`config.mk`:
```
export PLATFORM = sky130hd
export DESIGN_NAME = afe_sample_clamp_timing
export DESIGN_NICKNAME = d
export VERILOG_FILES = /design/src/afe_timing_pkg.sv /design/src/result_stream_if.sv /design/src/afe_sample_clamp_timing.sv /design/src/result_fifo.sv
export VERILOG_INCLUDE_DIRS = /design/src
export SDC_FILE = /design/constraint.sdc
export NUM_CORES = 1
export LEC_CHECK = 0
export CAP_MARGIN = 20
export CORE_AREA = 4 4 220 222
export CTS_CLUSTER_SIZE = 25
export DETAILED_ROUTE_END_ITERATION = 7
export DIE_AREA = 0 0 224 226
export DONT_BUFFER_PORTS = 1
export PLACE_DENSITY = 0.32
export SYNTH_ARGS = -nofsm -noshare
export SYNTH_HDL_FRONTEND = slang
export SYNTH_HIERARCHICAL = 1
export SYNTH_SLANG_ARGS = --single-unit
```
`constraint.sdc`:
```
create_clock -name clk -period 2.9 [get_ports clk]
set_input_delay 0.435 -clock clk [delete_from_list [all_inputs] [get_ports clk]]
set_output_delay 0.435 -clock clk [all_outputs]
set_load 0.01 [all_outputs]
```
`src/afe_timing_params.svh`:
```
// timing constants, configuration field positions and output byte layout for the sample timing block
`ifndef AFE_TIMING_PARAMS_SVH
`define AFE_TIMING_PARAMS_SVH
`define CLK_PERIOD_NS        40
`define RESULT_WIDTH         14
`define BYTE_WIDTH           8
`define HIGH_BYTE_LSB        6
`define LOW_FIELD_WIDTH      6
`define LOW_PAD_WIDTH        2
`define REF_DELAY_MIN        1
`define SPACING_WIDTH        4
`define MIN_PIXEL_SPACING    4'h2
`define MAX_PIXEL_SPACING    4'h8
`define MODE_POLARITY_BIT    4
`define MODE_DOUBLE_SAMP_BIT 5
`define MODE_REF_DELAY_LSB   1
`define MODE_RESET_VALUE     8'h62
`define FIFO_DEPTH           16
`define FIFO_ADDR_WIDTH      4
`endif

```
`src/afe_timing_pkg.sv`:
```
// types used by the sample timing block for its sequencer states and output byte phase
package afe_timing_pkg;
  typedef enum logic [1:0] {
    ST_IDLE   = 2'b00,
    ST_SIGNAL = 2'b01,
    ST_REF    = 2'b10
  } sample_state_t;
  typedef enum logic {
    BYTE_HIGH = 1'b0,
    BYTE_LOW  = 1'b1
  } byte_phase_t;
endpackage

```
`src/result_stream_if.sv`:
```
// stream of conversion results between the timing logic and the result buffer
`timescale 1ns/1ps
interface result_stream_if #(parameter int WIDTH = 14);
  logic             valid;
  logic             ready;
  logic [WIDTH-1:0] data;
  modport source (output valid, output data, input ready);
  modport sink   (input valid, input data, output ready);
endinterface

```
`src/afe_sample_clamp_timing.sv`:
```
// pixel sample, reference sample and clamp timing with byte-wide result output
`include "afe_timing_params.svh"
`timescale 1ns/1ps
// ==========================================================================
// Summary of operation
// one result leaves the output pins every two clock cycles
// controller keeps the master clock at or below 12 MHz; the bench clock has a 40 ns period, 25 MHz
// strobe high at an edge means the signal sample at the next edge
// reference sample follows the signal sample by one to four cycles
// without double sampling the internal reference is sampled instead
// pixel spacing follows the strobe spacing, only valid spacings accepted
// clamp and sample strobes together clamp all three inputs for next pixel
// clamp level is upper or lower reference by polarity bit 4
// every result is fourteen bits wide
// receiver may use only twelve of the fourteen bits
// result goes out as high byte d13..d6 then low byte d5..d0 with zeros
// clamp strobe without sample strobe is ignored
module afe_sample_clamp_timing (
  // clock and reset
  input  wire logic                      clk,
  input  wire logic                      rst,
  // strobes from the scanner timing controller
  input  wire logic                      pixel_sample_strobe,
  input  wire logic                      clamp_strobe,
  // configuration, sample mode byte
  input  wire logic [7:0]                sample_mode,
  // raw conversion result from the converter core
  input  wire logic [`RESULT_WIDTH-1:0]  conversion_result,
  // analog switch controls
  output logic                           signal_sample_reg,
  output logic                           reference_sample_reg,
  output logic                           internal_ref_select_reg,
  output logic                           clamp_active_reg,
  output logic                           clamp_level_upper_reg,
  output logic                           spacing_error_reg,
  // byte-wide result output
  output logic [`BYTE_WIDTH-1:0]         output_byte_pins,
  output logic                           output_byte_high_reg,
  output logic                           output_byte_valid_reg
);
  // ========================================================================
  // configuration decode
  logic       double_sampling_enable;
  logic [1:0] reference_sample_delay;
  logic       polarity_upper;
  assign double_sampling_enable = sample_mode[`MODE_DOUBLE_SAMP_BIT];
  assign reference_sample_delay = sample_mode[`MODE_REF_DELAY_LSB +: 2];
  assign polarity_upper         = sample_mode[`MODE_POLARITY_BIT];
  // the mode byte is a plain level each cycle; changing the delay field while a
  // pixel is in flight affects only later pixels, since the delay
  // is latched when the signal sample is launched

  // ========================================================================
  // sample sequencer
  afe_timing_pkg::sample_state_t state_reg;
  logic [1:0]                    ref_count_reg;
  logic [`SPACING_WIDTH-1:0]     spacing_reg;
  logic                          seen_pixel_reg;
  logic                          clamp_pending_reg;
  logic                          take_pixel;

  // a strobe whose spacing is too short is dropped, the core cannot settle
  assign take_pixel = pixel_sample_strobe &&
                      (!seen_pixel_reg || spacing_reg >= `MIN_PIXEL_SPACING);

  // cycle walk for one pixel, edge n is where the strobe is seen high:
  //   n     strobe taken, sequencer leaves idle
  //   n+1   signal sample pulse launched
  //   n+2+d reference sample pulse launched, d from the delay field
  //   n+3+d capture pulse launched, result written into the buffer at n+4+d
  // a new strobe is taken only in idle or on the reference edge itself,
  // so strobe spacing below the reference delay plus two loses pixels
  // state flow: strobe, signal sample next edge, then reference after delay
  always_ff @(posedge clk or posedge rst) begin
    if (rst) begin
      state_reg            <= afe_timing_pkg::ST_IDLE;
      ref_count_reg        <= 2'h0;
      signal_sample_reg    <= 1'b0;
      reference_sample_reg <= 1'b0;
    end else begin
      signal_sample_reg    <= 1'b0;
      reference_sample_reg <= 1'b0;
      case (state_reg)
        afe_timing_pkg::ST_IDLE: begin
          if (take_pixel) begin
            state_reg <= afe_timing_pkg::ST_SIGNAL;
          end
        end
        afe_timing_pkg::ST_SIGNAL: begin
          signal_sample_reg <= 1'b1;
          ref_count_reg     <= reference_sample_delay;
          state_reg         <= afe_timing_pkg::ST_REF;
        end
        afe_timing_pkg::ST_REF: begin
          if (ref_count_reg == 2'h0) begin
            reference_sample_reg <= 1'b1;
            state_reg <= take_pixel ? afe_timing_pkg::ST_SIGNAL : afe_timing_pkg::ST_IDLE;
          end else begin
            ref_count_reg <= ref_count_reg - 2'h1;
          end
        end
        default: begin
          state_reg <= afe_timing_pkg::ST_IDLE;
        end
      endcase
    end
  end

  // spacing between strobes, saturating so long idle gaps stay legal
  // a dropped strobe freezes the spacing count for that cycle
  always_ff @(posedge clk or posedge rst) begin
    if (rst) begin
      spacing_reg       <= '0;
      seen_pixel_reg    <= 1'b0;
      spacing_error_reg <= 1'b0;
    end else begin
      if (pixel_sample_strobe) begin
        spacing_error_reg <= !take_pixel;
        if (take_pixel) begin
          spacing_reg    <= `SPACING_WIDTH'(1);
          seen_pixel_reg <= 1'b1;
        end
      end else if (spacing_reg != {`SPACING_WIDTH{1'b1}}) begin
        spacing_reg <= spacing_reg + 1'b1;
      end
    end
  end

  // ========================================================================
  // reference source and clamp
  // internal reference replaces the sensor reference when not double sampling
  always_ff @(posedge clk or posedge rst) begin
    if (rst) begin
      internal_ref_select_reg <= 1'b0;
      clamp_level_upper_reg   <= 1'b0;
    end else begin
      internal_ref_select_reg <= !double_sampling_enable;
      clamp_level_upper_reg   <= polarity_upper;
    end
  end

  // clamp is armed only when both strobes coincide, held for the next pixel
  // trade-off: clamp follows the next taken strobe rather than the
  // current one, so the switch changes inside a pixel only when strobe spacing is below the reference delay plus two
  always_ff @(posedge clk or posedge rst) begin
    if (rst) begin
      clamp_pending_reg <= 1'b0;
      clamp_active_reg  <= 1'b0;
    end else if (take_pixel) begin
      clamp_pending_reg <= clamp_strobe;
      clamp_active_reg  <= clamp_pending_reg;
    end
  end

  // ========================================================================
  // result buffer and byte output
  result_stream_if #(.WIDTH(`RESULT_WIDTH)) res_if ();
  logic                       fifo_valid;
  logic                       fifo_ready;
  logic [`RESULT_WIDTH-1:0]   fifo_data;
  logic                       capture_reg;
  afe_timing_pkg::byte_phase_t phase_reg;

  // limitation: a result arriving while the buffer is full is lost,
  // there is no overflow flag on the pins
  // result captured the cycle after the reference sample; dropped only if the buffer is full
  always_ff @(posedge clk or posedge rst) begin
    if (rst) begin
      capture_reg <= 1'b0;
    end else begin
      capture_reg <= reference_sample_reg && !capture_reg;
    end
  end
  assign res_if.valid = capture_reg;
  assign res_if.data  = conversion_result;

  result_fifo #(
    .WIDTH      (`RESULT_WIDTH),
    .DEPTH      (`FIFO_DEPTH),
    .ADDR_WIDTH (`FIFO_ADDR_WIDTH)
  ) u_fifo (
    .clk       (clk),
    .rst       (rst),
    .in_port   (res_if),
    .out_valid (fifo_valid),
    .out_ready (fifo_ready),
    .out_data  (fifo_data)
  );

  // pop once per result, on the low byte, so two cycles per result
  assign fifo_ready = (phase_reg == afe_timing_pkg::BYTE_LOW);

  // byte order per result:
  //   high byte carries bits 13 to 6 on all eight pins
  //   low byte carries bits 5 to 0 on the upper six pins
  //   the two lowest pins stay low on the low byte
  // the buffer absorbs bursts; at two cycles per result it keeps
  // pace with the tightest legal strobe spacing
  // high byte then low byte, low pins driven low
  always_ff @(posedge clk or posedge rst) begin
    if (rst) begin
      phase_reg             <= afe_timing_pkg::BYTE_HIGH;
      output_byte_pins      <= '0;
      output_byte_high_reg  <= 1'b0;
      output_byte_valid_reg <= 1'b0;
    end else begin
      output_byte_valid_reg <= fifo_valid;
      if (fifo_valid) begin
        if (phase_reg == afe_timing_pkg::BYTE_HIGH) begin
          output_byte_pins     <= fifo_data[`RESULT_WIDTH-1:`HIGH_BYTE_LSB];
          output_byte_high_reg <= 1'b1;
          phase_reg            <= afe_timing_pkg::BYTE_LOW;
        end else begin
          output_byte_pins     <= {fifo_data[`LOW_FIELD_WIDTH-1:0],
                                   {`LOW_PAD_WIDTH{1'b0}}};
          output_byte_high_reg <= 1'b0;
          phase_reg            <= afe_timing_pkg::BYTE_HIGH;
        end
      end
    end
  end
endmodule // afe_sample_clamp_timing

```
`src/result_fifo.sv`:
```
// parameterised first-in first-out buffer for conversion results
`timescale 1ns/1ps
module result_fifo #(
  parameter int WIDTH      = 14,
  parameter int DEPTH      = 16,
  parameter int ADDR_WIDTH = 4
) (
  // clock and reset
  input  wire logic             clk,
  input  wire logic             rst,
  // filling side
  result_stream_if.sink         in_port,
  // draining side
  output logic                  out_valid,
  input  wire logic             out_ready,
  output logic [WIDTH-1:0]      out_data
);
  logic [WIDTH-1:0]    mem_reg [DEPTH];
  logic [ADDR_WIDTH-1:0] wr_ptr_reg;
  logic [ADDR_WIDTH-1:0] rd_ptr_reg;
  logic [ADDR_WIDTH:0]   count_reg;
  logic                  push;
  logic                  pop;

  // honest full and empty from the word count
  assign in_port.ready = (count_reg != (ADDR_WIDTH+1)'(DEPTH));
  assign out_valid     = (count_reg != '0);
  assign out_data      = mem_reg[rd_ptr_reg];
  assign push          = in_port.valid && in_port.ready;
  assign pop           = out_valid && out_ready;

  // storage has no reset, the pointers guard it
  always_ff @(posedge clk) begin
    if (push) begin
      mem_reg[wr_ptr_reg] <= in_port.data;
    end
  end

  // pointers and occupancy
  always_ff @(posedge clk or posedge rst) begin
    if (rst) begin
      wr_ptr_reg <= '0;
      rd_ptr_reg <= '0;
      count_reg  <= '0;
    end else begin
      if (push) begin
        wr_ptr_reg <= wr_ptr_reg + 1'b1;
      end
      if (pop) begin
        rd_ptr_reg <= rd_ptr_reg + 1'b1;
      end
      if (push && !pop) begin
        count_reg <= count_reg + 1'b1;
      end else if (pop && !push) begin
        count_reg <= count_reg - 1'b1;
      end
    end
  end
endmodule // result_fifo

```
==> run summary <==
The kind of start point of the critical path was a flip-flop. Summing all multi-input logic gate instances after layout gives 2690 µm². The tools report the cell chosen for the clock root as sky130_fd_sc_hd__clkbuf_16.

Setup violations remaining at the end of the flow were counted as 0. For the final routed database, the setup TNS stands at 0 ns. The tightest min-delay check is of the input port to flip-flop type. The critical path goes through nor4_4, nand2b_1, nand2_1, ha_1, inv_1, fa_1, a21o_1, a21oi_1, mux2i_1, xnor2_1. After layout, the design draws a total of 0.0123 W. Flip-flop count of the largest register after layout: 224. The run gives 281 as the DRC marker count from the first detailed-route iteration. The cell area that synthesis handed to floorplanning was 10600 µm².

The internal portion of the total power is 0.00839 W. The first detailed-routing pass took 4 iterations. The worst setup path is captured at a flip-flop. The mean instance size in the synthesized netlist was 18.0 µm²; the layout cell share with drive strength beyond 1 was 21.5%.

After filler insertion, the fill cell instance count of the layout stands at 4562. The die span in x works out to 224 µm. The tools report the area of the placeable core as 46400 µm². The logs give 0 for the post-CTS repair timing setup buffer count and 0.429 mV for the worst voltage drop across the vdd grid. On the final layout, the worst clock skew is 0.00846 ns.

The global route total overflow was 0; the area of all sequential standard cells was 7730 µm². Once the floorplan was initialized, standard cells occupied 22.9% of the core. The run gives 30 as the total clock buffers created by CTS. The worst hold path begins at pixel_sample_strobe. The logs give 50600 µm² for the area of the die and 0 for the number of remaining DRC errors. The startpoint identified for the worst register-to-register timing path is u_fifo/count_reg[0]$_DFFE_PP0P_. The worst register-to-register path ends at u_fifo/count_reg[4]$_DFFE_PP0P_. The logs give 630 for the post-synthesis net count and 1206 for the number of instances in the placed design.

Net switching is 31.8% of the power. In this run the vertical extent of the chip is 226 µm. The global placement routability congestion is 0.709.

For the finished layout, the period the worst path requires is 2.71 ns. At the later pin of the worst-skew pair, clock insertion delay measures 0.56 ns. For the maximum frequency from static timing analysis, the log shows 0.369 GHz. The tools report the number of H-tree levels as 1. The run gives 11600 µm² as the area of placed instances.

The category of the most critical setup path is flip-flop to flip-flop. The Yosys step of the flow raised 6 warnings. The post-detailed-route via-to-cell ratio is 4.23.

In the finished design, the share of the clock period the worst path needs comes to 93.4%. The number of top-level design ports was 42; the relative contribution of combinational cells to total power was 29.2%. After clock tree synthesis, the clock-pin slew on the worst setup and hold paths is 0.06 ns. The logs give 1 for the initial antenna violation count and 11.0% for the aggregate global-route resource usage. The count of cells in the finished layout, fillers not included, comes to 1282. The run finished with clean final reports. For this design the total switching power over the nets is 0.00392 W. The post-synthesis instance total was 591; the post-route worst hold slack was 0.0733 ns. The logs give 17400 µm for the detailed placer's ending HPWL and 79 for the number of rows in the core area. The pin count of the biggest net entering global routing was 30; the layout overhead on the synthesized area was 20.5%. The detailed router placed 5419 vias in this run. Setup repair after global routing left no endpoint under its margin. The maximum buffer depth of the clock tree is 3, and the part of the power in registers is 39.2%.

The leakage power was 4.41 nW; the arrival time reported for the critical path endpoint was 3.19 ns. Data on the critical path is required at its endpoint by 3.38 ns. The register-to-register setup slack was 0.19 ns. The count of nets left with antenna violations once routing finished came out at 0.

The worst pin sits at a relative slew slack of 56.9%. For the number of pins exceeding their max-slew limit in the final report, the log shows 0. After detailed routing, the total wire length is 27600 µm. The worst hold path terminates at spacing_error_reg$_DFFE_PP0P_.

In this design, the stage delay of the slowest critical-path cell is 0.46 ns. Number of global-route vias before repair: 5888. TritonCTS built the clock tree. In this run the tool buffered the top-level ports with 0 buffer cells.

The run gives 0 as the number of hold-slack violations in the final timing report. Measured in cells, the most critical reg-to-reg path has a length of 10. For this run, the post-layout net count is 689.

The actual transition at the worst max-transition pin is 0.645 ns. For the first-pass GRT wire length, the log shows 40800 µm. The tools report the total of max-cap violations as 0. The slowest stage of the critical path belongs to the cell sky130_fd_sc_hd__dfrtp_1. The number of stages on the worst hold path was 2. Power spread over the standard cell area amounts to 961 nW/µm². After routing the design area is 12800 µm².

The maximum fanout along the worst path came out at 5. Proportion of power drawn by the clock network: 31.6%. Dividing the detail-routed wire length by the instance count gives 21.6 µm. The number of clock sinks came out at 264.
==> per-layer routing <==
layer  share of wire, %  vias up  routed length [µm]  track usage (%)
met5                  0        -                   0                0
met2                 50       78               13800             19.1
met3                3.6       41                1000             1.62
met1                 44     2833               12300             14.5
met4                2.1        0                 588             3.12
li1                   -     2467                   -                -
==> worst max-delay path by stage <==
stage                                                 end  depth (start not counted)                            start
after floorplan           u_fifo/count_reg[4]$_DFFE_PP0P_                         10  u_fifo/count_reg[0]$_DFFE_PP0P_
after global placement    u_fifo/count_reg[4]$_DFFE_PP0P_                         10  u_fifo/count_reg[0]$_DFFE_PP0P_
after detailed placement  u_fifo/count_reg[4]$_DFFE_PP0P_                         10  u_fifo/count_reg[0]$_DFFE_PP0P_
after CTS                 u_fifo/count_reg[4]$_DFFE_PP0P_                         10  u_fifo/count_reg[0]$_DFFE_PP0P_
after global routing      u_fifo/count_reg[4]$_DFFE_PP0P_                         10  u_fifo/count_reg[0]$_DFFE_PP0P_
final                     u_fifo/count_reg[4]$_DFFE_PP0P_                         10  u_fifo/count_reg[0]$_DFFE_PP0P_
==> area by class of cell <==
cell class                      instances  area share (%)
Antenna cell                            1          0.0195
Clock buffer                           47            7.40
Clock inverter                          9           0.781
Inverter                               13           0.381
Multi-Input combinational cell        285            21.0
Sequential cell                       264            60.4
Tap cell                              607            5.93
Timing Repair Buffer                   56            4.14
==> per-stage QoR <==
step	setup slack, ns	util (%)
after global placement	0.221	24.9
after detailed placement	0.166	24.9
final	0.192	27.6
after global routing	0.00608	27.6
after CTS	0.137	27.6
after floorplan	0.426	-
==> power by group through the flow <==
stage               Clock, W  Combinational (W)  Sequential [W]
floorplan                  0            0.00265         0.00470
global placement           0            0.00360         0.00489
detailed placement         0            0.00363         0.00490
CTS                  0.00405            0.00373         0.00483
global route         0.00420            0.00399         0.00487
finish               0.00389            0.00359         0.00482
==> repair_timing <==
item | in CTS | in global routing
setup endpoints to repair | 0 | 1
gates resized for setup | 0 | 1
endpoints found under the hold margin | 272 | 0
hold buffers | 19 | 0
==> cell usage in the layout, fill, tap and decap left out, types with 4 or more instances in the layout <==
| cell | instances |
|---|---|
| sky130_fd_sc_hd__a21oi_1 | 9 |
| sky130_fd_sc_hd__a221oi_1 | 17 |
| sky130_fd_sc_hd__a221oi_2 | 11 |
| sky130_fd_sc_hd__a22oi_1 | 14 |
| sky130_fd_sc_hd__buf_12 | 5 |
| sky130_fd_sc_hd__buf_4 | 32 |
| sky130_fd_sc_hd__clkbuf_1 | 7 |
| sky130_fd_sc_hd__clkbuf_16 | 33 |
| sky130_fd_sc_hd__clkbuf_8 | 7 |
| sky130_fd_sc_hd__clkinv_2 | 5 |
| sky130_fd_sc_hd__dfrtp_1 | 39 |
| sky130_fd_sc_hd__dlygate4sd3_1 | 19 |
| sky130_fd_sc_hd__edfxtp_1 | 224 |
| sky130_fd_sc_hd__ha_1 | 12 |
| sky130_fd_sc_hd__inv_1 | 13 |
| sky130_fd_sc_hd__mux2_1 | 4 |
| sky130_fd_sc_hd__mux2i_1 | 63 |
| sky130_fd_sc_hd__mux4_2 | 28 |
| sky130_fd_sc_hd__nand2_1 | 26 |
| sky130_fd_sc_hd__nand3_1 | 4 |
| sky130_fd_sc_hd__nor2_1 | 14 |
| sky130_fd_sc_hd__nor2_2 | 10 |
| sky130_fd_sc_hd__nor2b_1 | 6 |
| sky130_fd_sc_hd__nor3_2 | 4 |
| sky130_fd_sc_hd__o21ai_0 | 18 |
| sky130_fd_sc_hd__xnor2_1 | 10 |
==> worst max-delay path, delay by kind of cell, from the launching register on <==
kind            cells  cell delay, ns
xor+xnor            1            0.14
mux                 1            0.27
compound gates      2            0.40
flops               1            0.46
fa+ha+maj           2            0.63
simple gates        3            0.62
buf+inv             1            0.12
Power figures use the tool's default switching activity.
